[src/rtl/clk_src_pkg.sv]
// Constants and types shared by the clock source switch.
// Notes on behaviour
// RULE_01 - Every reset release runs the system clock from the internal oscillator.
// RULE_02 - Software sets modes and enables, waits for stability, then selects crystal.
// RULE_03 - Internal oscillator frequency after reset comes from a boot option byte.
// RULE_04 - Option bits select2=1, select1=0 run the internal oscillator at 1 MHz.
// RULE_05 - Detector-off option bit at 0 enables low-voltage detector after power-on.
// RULE_06 - Software clears high-speed bit only when system clock is 10 MHz or less.
// RULE_07 - RTC low-power bit at 1 keeps only the watch running in sub-halt.
// RULE_08 - Main oscillator select bit at 1 sets shared pins to crystal mode.
// RULE_09 - Software clears main amplifier high bit for crystals of 10 MHz or less.
// RULE_10 - Sub oscillator select bit at 1 puts shared pins in sub crystal mode.
// RULE_11 - Two sub amplifier mode bits choose sub crystal oscillation mode.
// RULE_12 - Clearing main oscillator stop bit starts the main crystal oscillator.
// RULE_13 - Mode control register accepts only its first write after reset.
// RULE_14 - Clearing sub oscillator stop bit starts the subsystem crystal oscillator.
// RULE_15 - No switch to main crystal before stabilisation counter reports done.
package clk_src_pkg;
  localparam logic [19:0] ADDR_BOOT_OPTION = 20'h000c1;
  localparam logic [19:0] ADDR_SPEED_MODE = 20'h00100;
  localparam logic [19:0] ADDR_OSC_MODE = 20'h00101;
  localparam logic [19:0] ADDR_RUN_CTRL = 20'h00102;
  localparam logic [19:0] ADDR_STAB_STATUS = 20'h00103;
  localparam logic [19:0] ADDR_CLK_SELECT = 20'h00104;
  // Boot option byte fields.
  localparam int OPT_FREQ_SEL2 = 3;
  localparam int OPT_FREQ_SEL1 = 1;
  localparam int OPT_LVD_OFF = 0;
  // Speed mode control fields.
  localparam int SPD_HIGH_SPEED = 0;
  localparam int SPD_FLASH_LP = 1;
  localparam int SPD_RTC_LP = 7;
  // Oscillator mode control fields.
  localparam int OMC_AMP_HIGH = 0;
  localparam int OMC_SUB_AMP0 = 1;
  localparam int OMC_SUB_AMP1 = 2;
  localparam int OMC_SUB_SEL = 4;
  localparam int OMC_MAIN_SEL = 6;
  localparam int OMC_EXT_CLK = 7;
  // Run control fields.
  localparam int RUN_MAIN_STOP = 7;
  localparam int RUN_SUB_STOP = 6;
  localparam int RUN_INT_STOP = 0;
  // Clock select fields.
  localparam int CKS_MAIN = 0;
  localparam int CKS_SUB = 1;
  localparam logic [7:0] SPEED_MODE_RESET = 8'h00;
  localparam logic [7:0] OSC_MODE_RESET = 8'h00;
  localparam logic [7:0] RUN_CTRL_RESET = 8'hc0;
  localparam logic [7:0] CLK_SELECT_RESET = 8'h00;
  localparam logic [1:0] FREQ_1MHZ = 2'h2;
  localparam int STAB_TIME_US = 100;
  localparam int CLK_MHZ = 100;
  localparam int STAB_CYCLES = STAB_TIME_US * CLK_MHZ;
  localparam int STAB_W = 16;
  typedef enum logic [1:0] {
    SRC_INTERNAL = 2'h0,
    SRC_MAIN = 2'h1,
    SRC_SUB = 2'h3
  } clk_src_t;
endpackage

[src/rtl/osc_if.sv]
// Interface carrying one oscillator's control and stability status.
`timescale 1ns/1ps
`default_nettype none
interface osc_if;
  logic run;
  logic stable;
  modport ctrl (output run, input stable);
  modport osc (input run, output stable);
endinterface
`default_nettype wire

[src/rtl/osc_stab_counter.sv]
// Stabilisation counter for one crystal oscillator.
`timescale 1ns/1ps
`default_nettype none
module osc_stab_counter
  import clk_src_pkg::*;
#(
  parameter int unsigned WAIT_CYCLES = STAB_CYCLES
) (
  input wire logic sys_clk_i,
  input wire logic nrst_i,
  input wire logic en_i,
  osc_if.osc link
);
  typedef struct packed {
    logic [STAB_W-1:0] count;
    logic stable;
  } state_t;
  localparam logic [STAB_W-1:0] LAST = STAB_W'(WAIT_CYCLES - 1);
  state_t st;
  state_t next_st;
  always_comb begin
    next_st = st;
    // A stopped oscillator loses stability at once and restarts the wait.
    if (!link.run) begin
      next_st.count = '0;
      next_st.stable = 1'b0;
    end else if (!st.stable) begin
      if (st.count == LAST) begin
        next_st.stable = 1'b1;
      end else begin
        next_st.count = st.count + 1'b1;
      end
    end
  end
  always_ff @(posedge sys_clk_i or negedge nrst_i) begin
    if (!nrst_i) begin
      st <= '0;
    end else if (en_i) begin
      st <= next_st;
    end
  end
  assign link.stable = st.stable;
endmodule
`default_nettype wire

[src/rtl/main_clock_source_switch.sv]
// System clock source control with oscillator enables and switch-over.
`timescale 1ns/1ps
`default_nettype none
module main_clock_source_switch
  import clk_src_pkg::*;
#(
  parameter int unsigned MAIN_WAIT = STAB_CYCLES,
  parameter int unsigned SUB_WAIT = STAB_CYCLES
) (
  input wire logic sys_clk_i,
  input wire logic nrst_i,
  input wire logic clk_en_i,
  input wire logic por_flag_i,
  input wire logic [7:0] boot_option_i,
  input wire logic [19:0] addr_i,
  input wire logic [7:0] wdata_i,
  input wire logic wr_i,
  input wire logic rd_i,
  input wire logic sub_halt_i,
  output logic [7:0] rdata_o,
  output logic [1:0] clk_source_o,
  output logic [1:0] int_osc_freq_o,
  output logic int_osc_1mhz_o,
  output logic low_voltage_detector_o,
  output logic main_crystal_oscillator_o,
  output logic main_osc_pins_o,
  output logic main_amp_high_freq_o,
  output logic external_main_clock_select_o,
  output logic subsystem_crystal_oscillator_o,
  output logic sub_osc_pins_o,
  output logic [1:0] sub_amp_mode_o,
  output logic high_speed_operation_o,
  output logic flash_low_power_o,
  output logic watch_only_o
);
  typedef struct packed {
    logic [7:0] speed_mode_control;
    logic [7:0] oscillator_mode_control;
    logic mode_written;
    logic [7:0] oscillator_run_control;
    logic [7:0] system_clock_select;
    clk_src_t src;
    logic [7:0] boot_option;
    logic boot_taken;
    logic lvd_on;
    logic [7:0] rdata;
    logic por_meta;
    logic por_sync;
  } state_t;

  state_t st;
  state_t next_st;
  osc_if main_link();
  osc_if sub_link();

  // Decodes a bus address into a strobe match for a given register.
  function automatic logic hit(input logic [19:0] a, input logic [19:0] r);
    hit = (a == r);
  endfunction

  assign main_link.run = ~st.oscillator_run_control[RUN_MAIN_STOP]; // RULE_12
  assign sub_link.run = ~st.oscillator_run_control[RUN_SUB_STOP]; // RULE_14

  osc_stab_counter #(.WAIT_CYCLES(MAIN_WAIT)) u_main_stab (
    .sys_clk_i(sys_clk_i),
    .nrst_i(nrst_i),
    .en_i(clk_en_i),
    .link(main_link.osc)
  );

  osc_stab_counter #(.WAIT_CYCLES(SUB_WAIT)) u_sub_stab (
    .sys_clk_i(sys_clk_i),
    .nrst_i(nrst_i),
    .en_i(clk_en_i),
    .link(sub_link.osc)
  );

  always_comb begin
    next_st = st;
    next_st.rdata = 8'h00;
    // The power-on flag is a foreign level, so it passes two flops first.
    next_st.por_meta = por_flag_i;
    next_st.por_sync = st.por_meta;
    // Strap capture happens after release; the byte is held stable by flash.
    if (!st.boot_taken) begin
      next_st.boot_taken = 1'b1;
      next_st.boot_option = boot_option_i; // RULE_03
    end
    // The power-on flag is only trustworthy once it has crossed both flops,
    // so the detector comes on three cycles after release.
    if (st.boot_taken && st.por_sync && !st.boot_option[OPT_LVD_OFF]) begin
      next_st.lvd_on = 1'b1; // RULE_05
    end
    if (wr_i) begin
      if (hit(addr_i, ADDR_SPEED_MODE)) begin
        next_st.speed_mode_control = wdata_i;
      end
      // Later writes are dropped so a crashed program cannot retune pins.
      if (hit(addr_i, ADDR_OSC_MODE) && !st.mode_written) begin // RULE_13
        next_st.oscillator_mode_control = wdata_i;
        next_st.mode_written = 1'b1;
      end
      if (hit(addr_i, ADDR_RUN_CTRL)) begin
        next_st.oscillator_run_control = wdata_i;
      end
      if (hit(addr_i, ADDR_CLK_SELECT)) begin
        next_st.system_clock_select = wdata_i;
      end
    end
    if (rd_i) begin
      unique case (1'b1)
        hit(addr_i, ADDR_BOOT_OPTION): next_st.rdata = st.boot_option;
        hit(addr_i, ADDR_SPEED_MODE): next_st.rdata = st.speed_mode_control;
        hit(addr_i, ADDR_OSC_MODE): begin
          next_st.rdata = st.oscillator_mode_control;
        end
        hit(addr_i, ADDR_RUN_CTRL): begin
          next_st.rdata = st.oscillator_run_control;
        end
        hit(addr_i, ADDR_STAB_STATUS): begin
          next_st.rdata = {6'h00, sub_link.stable, main_link.stable};
        end
        hit(addr_i, ADDR_CLK_SELECT): begin
          next_st.rdata = {st.system_clock_select[7:2], st.src};
        end
        default: next_st.rdata = 8'h00;
      endcase
    end
    // A source is only granted while its oscillator is running and settled.
    unique case (st.src)
      SRC_INTERNAL: begin
        if (st.system_clock_select[CKS_MAIN] && main_link.stable
            && st.oscillator_mode_control[OMC_MAIN_SEL]) begin // RULE_15
          next_st.src = SRC_MAIN;
        end else if (st.system_clock_select[CKS_SUB] && sub_link.stable
            && st.oscillator_mode_control[OMC_SUB_SEL]) begin
          next_st.src = SRC_SUB;
        end
      end
      SRC_MAIN: begin
        if (!st.system_clock_select[CKS_MAIN] || !main_link.stable) begin
          next_st.src = SRC_INTERNAL;
        end
      end
      SRC_SUB: begin
        if (!st.system_clock_select[CKS_SUB] || !sub_link.stable) begin
          next_st.src = SRC_INTERNAL;
        end
      end
      default: next_st.src = SRC_INTERNAL;
    endcase
  end

  always_ff @(posedge sys_clk_i or negedge nrst_i) begin
    if (!nrst_i) begin
      st <= '0;
      st.speed_mode_control <= SPEED_MODE_RESET;
      st.oscillator_mode_control <= OSC_MODE_RESET;
      st.oscillator_run_control <= RUN_CTRL_RESET;
      st.system_clock_select <= CLK_SELECT_RESET;
      st.src <= SRC_INTERNAL; // RULE_01
    end else if (clk_en_i) begin
      st <= next_st;
    end
  end

  // Outputs sampled again so each leaves the block from a flop.
  always_ff @(posedge sys_clk_i or negedge nrst_i) begin
    if (!nrst_i) begin
      rdata_o <= 8'h00;
      clk_source_o <= SRC_INTERNAL;
      int_osc_freq_o <= 2'h0;
      int_osc_1mhz_o <= 1'b0;
      low_voltage_detector_o <= 1'b0;
      main_crystal_oscillator_o <= 1'b0;
      main_osc_pins_o <= 1'b0;
      main_amp_high_freq_o <= 1'b0;
      external_main_clock_select_o <= 1'b0;
      subsystem_crystal_oscillator_o <= 1'b0;
      sub_osc_pins_o <= 1'b0;
      sub_amp_mode_o <= 2'h0;
      high_speed_operation_o <= 1'b0;
      flash_low_power_o <= 1'b0;
      watch_only_o <= 1'b0;
    end else if (clk_en_i) begin
      rdata_o <= next_st.rdata;
      clk_source_o <= next_st.src;
      int_osc_freq_o <= {next_st.boot_option[OPT_FREQ_SEL2],
                         next_st.boot_option[OPT_FREQ_SEL1]};
      int_osc_1mhz_o <= {next_st.boot_option[OPT_FREQ_SEL2],
                         next_st.boot_option[OPT_FREQ_SEL1]}
                        == FREQ_1MHZ; // RULE_04
      low_voltage_detector_o <= next_st.lvd_on;
      main_crystal_oscillator_o <=
        ~next_st.oscillator_run_control[RUN_MAIN_STOP]; // RULE_12
      main_osc_pins_o <= next_st.oscillator_mode_control[OMC_MAIN_SEL]; // RULE_08
      main_amp_high_freq_o <= next_st.oscillator_mode_control[OMC_AMP_HIGH];
      external_main_clock_select_o <=
        next_st.oscillator_mode_control[OMC_EXT_CLK];
      subsystem_crystal_oscillator_o <=
        ~next_st.oscillator_run_control[RUN_SUB_STOP]; // RULE_14
      sub_osc_pins_o <= next_st.oscillator_mode_control[OMC_SUB_SEL]; // RULE_10
      sub_amp_mode_o <= {next_st.oscillator_mode_control[OMC_SUB_AMP1],
                         next_st.oscillator_mode_control[OMC_SUB_AMP0]}; // RULE_11
      high_speed_operation_o <= next_st.speed_mode_control[SPD_HIGH_SPEED];
      flash_low_power_o <= next_st.speed_mode_control[SPD_FLASH_LP];
      watch_only_o <= sub_halt_i
                      && next_st.speed_mode_control[SPD_RTC_LP]; // RULE_07
    end
  end
endmodule
`default_nettype wire

[config.mk]
export PLATFORM = sky130hd
export DESIGN_NAME = main_clock_source_switch
export DESIGN_NICKNAME = d
export VERILOG_FILES = /design/src/rtl/clk_src_pkg.sv /design/src/rtl/osc_if.sv /design/src/rtl/osc_stab_counter.sv /design/src/rtl/main_clock_source_switch.sv
export SDC_FILE = /design/constraint.sdc
export NUM_CORES = 1
export LEC_CHECK = 0
export BUFFER_PORTS_ARGS = -buffer_cell sky130_fd_sc_hd__buf_2
export CAP_MARGIN = 5
export CORE_MARGIN = 2
export CORE_UTILIZATION = 50
export CTS_BUF_LIST = sky130_fd_sc_hd__clkbuf_16
export CTS_CLUSTER_DIAMETER = 200
export CTS_CLUSTER_SIZE = 25
export DETAILED_ROUTE_END_ITERATION = 10
export PLACE_DENSITY = 0.85
export SLEW_MARGIN = 20
export SYNTH_ARGS = -nofsm -noshare
export SYNTH_HDL_FRONTEND = slang
export SYNTH_SLANG_ARGS = --single-unit
[constraint.sdc]
create_clock -name sys_clk_i -period 1.9 [get_ports sys_clk_i]
set_input_delay 0.095 -clock sys_clk_i [delete_from_list [all_inputs] [get_ports sys_clk_i]]
set_output_delay 0.095 -clock sys_clk_i [all_outputs]
set_load 0.03 [all_outputs]
==> results.yml <==
grt:
  grtUsageTotal: 0.254
  grt_max_degree: 47
  grt_pass1_wl_um: 20500
  grt_pass1_vias: 4225
  antenna_found_initial: 0
  overflow: 0
critical_path:
  end_kind: "register"
  worst-path-buf-inv: 1
  cp.depth: 6
  cp_top_family: "compound AO/OA/AOI/OAI gates"
  worstPathMaxFanout: 5
  reg2reg_depth: 6
  crit_type: "register to register"
  arrival_ns: 2.10
  crit_required_ns: 2.15
  crit_chain: "nor4_1 -> a41oi_2 -> buf_4 -> o2111ai_1 -> xor2_1 -> nor2_1"
  start_kind: "register"
  critPathSlowestCell: "dfrtp_1"
  crit_path_max_incr_delay_ns: 0.45
detailed_routing:
  drc_errors: 0
  drtAntennaViolNets: 0
  dr.pass1.iters: 5
  dr_total_vias: 4216
  drt-initial-drc-count: 327
  drt_wl_total_um: 12900
  routedWlPerCell_um: 18.4
  vias_per_cell: 6.01
sta:
  setup_violations: 0
  tightest_slew_ns: 0.618
  finalCritPeriodShare: 0.977
  period_needed_ns: 1.86
  fmax_mhz: 539
  maxSlewViolCount: 0
  final_hold_viol_count: 0
  slew_headroom: 0.588
  skew_ns: 0.00729
clock_network:
  clk_latency_ns: 0.35
  h-tree-depth: 3
  tritoncts: "done"
  cts_max_path_buffers: 2
  cts-root-buf: "clkbuf_16"
  cts_buffers: 9
  numClockSinks: 93
  clk_pin_slew_ns: 0.07
cells_and_area:
  syn_to_final_growth_pct: 24.7
  utilization: 0.632
  num-nets-final: 609
  drive_gt1_frac: 0.359
  antennaDiodeCount: 0
place:
  portBuffers: 67
  place_hpwl_um: 9020
  place_congestion: 0.884
min_path:
  holdPathStages: 2
  hold_path_class: "input port to register"
synth:
  synth_cells: 455
  syn_nets: 500
  synth_edf_count: 0
  synthArstFlopShare: 1.00
  ys.flop_type: "dfrtp_1"
  yosys_warnings: 0
  synth_area_per_cell_um2: 10.7
  synth_seq_cells: 93
  synth_cell_types: 67
  synth_area_um2: 4880
  yosysSeqAreaShare: 0.477
floorplanning:
  fp-row-count: 36
  initial_core_util: 0.507
  dieArea_um2: 10600
  core_area_um2: 9640
  dieHeight_um: 103
  pin_count: 68
  die_x_um: 103
power:
  power_density_nw_per_um2: 762
  irDropWorstVdd_mv: 0.510
  power_leakage_nw: 2.75
  power_mw: 4.64
status:
  status: "complete, no violations"
run:
  drv_cap: 0
-- final cells by class --
type                            instances  area [um^2]
Clock inverter                          7         73.8
Sequential cell                        93         2330
Inverter                                7         26.3
Fill cell                             750         3550
Tap cell                              133          166
Multi-Input combinational cell        328         2440
Clock buffer                            9          225
Timing Repair Buffer                  125          826
-- final timing paths --
path                                               startpoint                                 end  slack, ns
min in group asynchronous                              nrst_i                   st[0]$_DFFE_PN0P_       0.31
max in group asynchronous                              nrst_i                  st[36]$_DFFE_PN1P_       0.94
hold reg to reg            low_voltage_detector_o$_DFFE_PN0P_  low_voltage_detector_o$_DFFE_PN0P_       0.48
setup / recovery                 u_sub_stab.st[5]$_DFFE_PN0P_       u_sub_stab.st[13]$_DFFE_PN0P_       0.04
hold / removal                                     wdata_i[5]                  st[27]$_DFFE_PN0P_       0.02
setup reg to reg                 u_sub_stab.st[5]$_DFFE_PN0P_       u_sub_stab.st[13]$_DFFE_PN0P_       0.04
-- synth_stat cells (3+ instances only) --
library cell / number / area (um^2)
mux2_4: 8 / 120
nor2_1: 37 / 139
and4_1: 4 / 35.0
buf_4: 8 / 60.1
buf_2: 3 / 15.0
and3_1: 12 / 75.1
nand4_1: 7 / 43.8
clkbuf_1: 13 / 48.8
nand3_1: 21 / 105
nand2b_1: 3 / 18.8
nor3_1: 10 / 50.1
or2_2: 4 / 25.0
o21ai_0: 28 / 140
o2111ai_1: 3 / 26.3
mux2_2: 36 / 405
nor4_1: 4 / 25.0
nor4_4: 4 / 85.1
o31ai_1: 6 / 45.0
a22oi_1: 3 / 22.5
mux2i_1: 11 / 110
o221a_2: 5 / 56.3
inv_1: 7 / 26.3
xnor2_1: 4 / 35.0
or3_1: 7 / 43.8
dfrtp_1: 91 / 2280
and2_1: 6 / 37.5
a21oi_1: 18 / 90.1
o2bb2ai_1: 10 / 87.6
xor2_1: 6 / 52.6
nand2_1: 26 / 97.6
-- power breakdown --
part           leakage [nW]  switching (mW)  internal (mW)
registers              1.22           0.107           2.08
clock network         0.146           0.808           1.03
logic                  1.38           0.343          0.275
-- registers in the layout, indices dropped and copies added, names as in the netlist --
signal                          flops
clk_source_o                        2
int_osc_1mhz_o                      1
low_voltage_detector_o              1
main_crystal_oscillator_o           1
next_st                             1
rdata_o                             8
st                                 43
subsystem_crystal_oscillator_o      1
u_main_stab.link.stable             1
u_main_stab.st                     16
u_sub_stab.link.stable              1
u_sub_stab.st                      16
watch_only_o                        1
-- layout by cell type (no fill, tap or decap), drive strengths merged, types with 3 or more instances in the layout --
cell type	Yosys	layout
o2111ai	3	3
o2bb2ai	10	10
nor3	10	10
or3	7	7
nor2	38	38
nand2	26	26
o21ai	29	29
or2	5	5
dlygate4sd3	0	11
clkinv	0	3
clkbuf	13	9
inv	7	9
o221a	5	5
xnor2	4	4
nor4	8	8
mux2	44	44
a22oi	3	3
a21oi	18	18
nand2b	3	3
o31ai	6	6
nand4	8	8
and2	6	6
mux2i	11	11
buf	14	114
nand3	21	21
a41oi	3	3
xor2	6	6
and4	4	4
and3	12	12
dfrtp	91	91
-- through the flow --
stage | worst slack (ns) | std cells | setup TNS [ns] | area [um^2] | hold WS [ns]
floorplan | 0.0791 | 455 | 0 | 4890 | -0.201
global placement | -0.0824 | 669 | -0.654 | 5590 | 0.152
detailed placement | -0.105 | 669 | -0.795 | 5590 | 0.158
CTS | 0.0345 | 696 | 0 | 5990 | 0.0119
global route | -0.0703 | 702 | -0.207 | 6090 | 0.0174
finish | 0.0438 | 702 | 0 | 6090 | 0.0214
-- routing by layer --
layer | wire length [um] | part of all wire | vias up | track usage
li1 | - | - | 1909 | -
met1 | 5260 | 0.41 | 2096 | 0.322
met2 | 6540 | 0.51 | 167 | 0.419
met3 | 663 | 0.051 | 44 | 0.0353
met4 | 465 | 0.036 | 0 | 0.144
met5 | 0 | 0 | - | 0
-- cells by family (layout without fill, tap and decap cells) --
kind of cell	after synthesis	in the layout	synth area share
and+or+nand+nor	164	164	0.197
DFF	93	93	0.477
adders and majority gates	2	2	0.00512
AOI/OAI and AO/OA	97	97	0.138
muxes	55	55	0.130
xor gates and xnor gates	10	10	0.0179
buffers and inverters	34	148	0.0346
-- what timing repair did --
| item | 4_1_cts | 5_1_grt |
|---|---|---|
| pin swaps | 0 | 4 |
| gates resized for setup | 1 | 12 |
| endpoints found under the setup margin | 2 | 12 |
| hold endpoints to repair | 53 | 0 |
| buffers inserted | 0 | 6 |
| hold buffers | 11 | 0 |
Note: power is estimated with default switching activity, not from simulation.
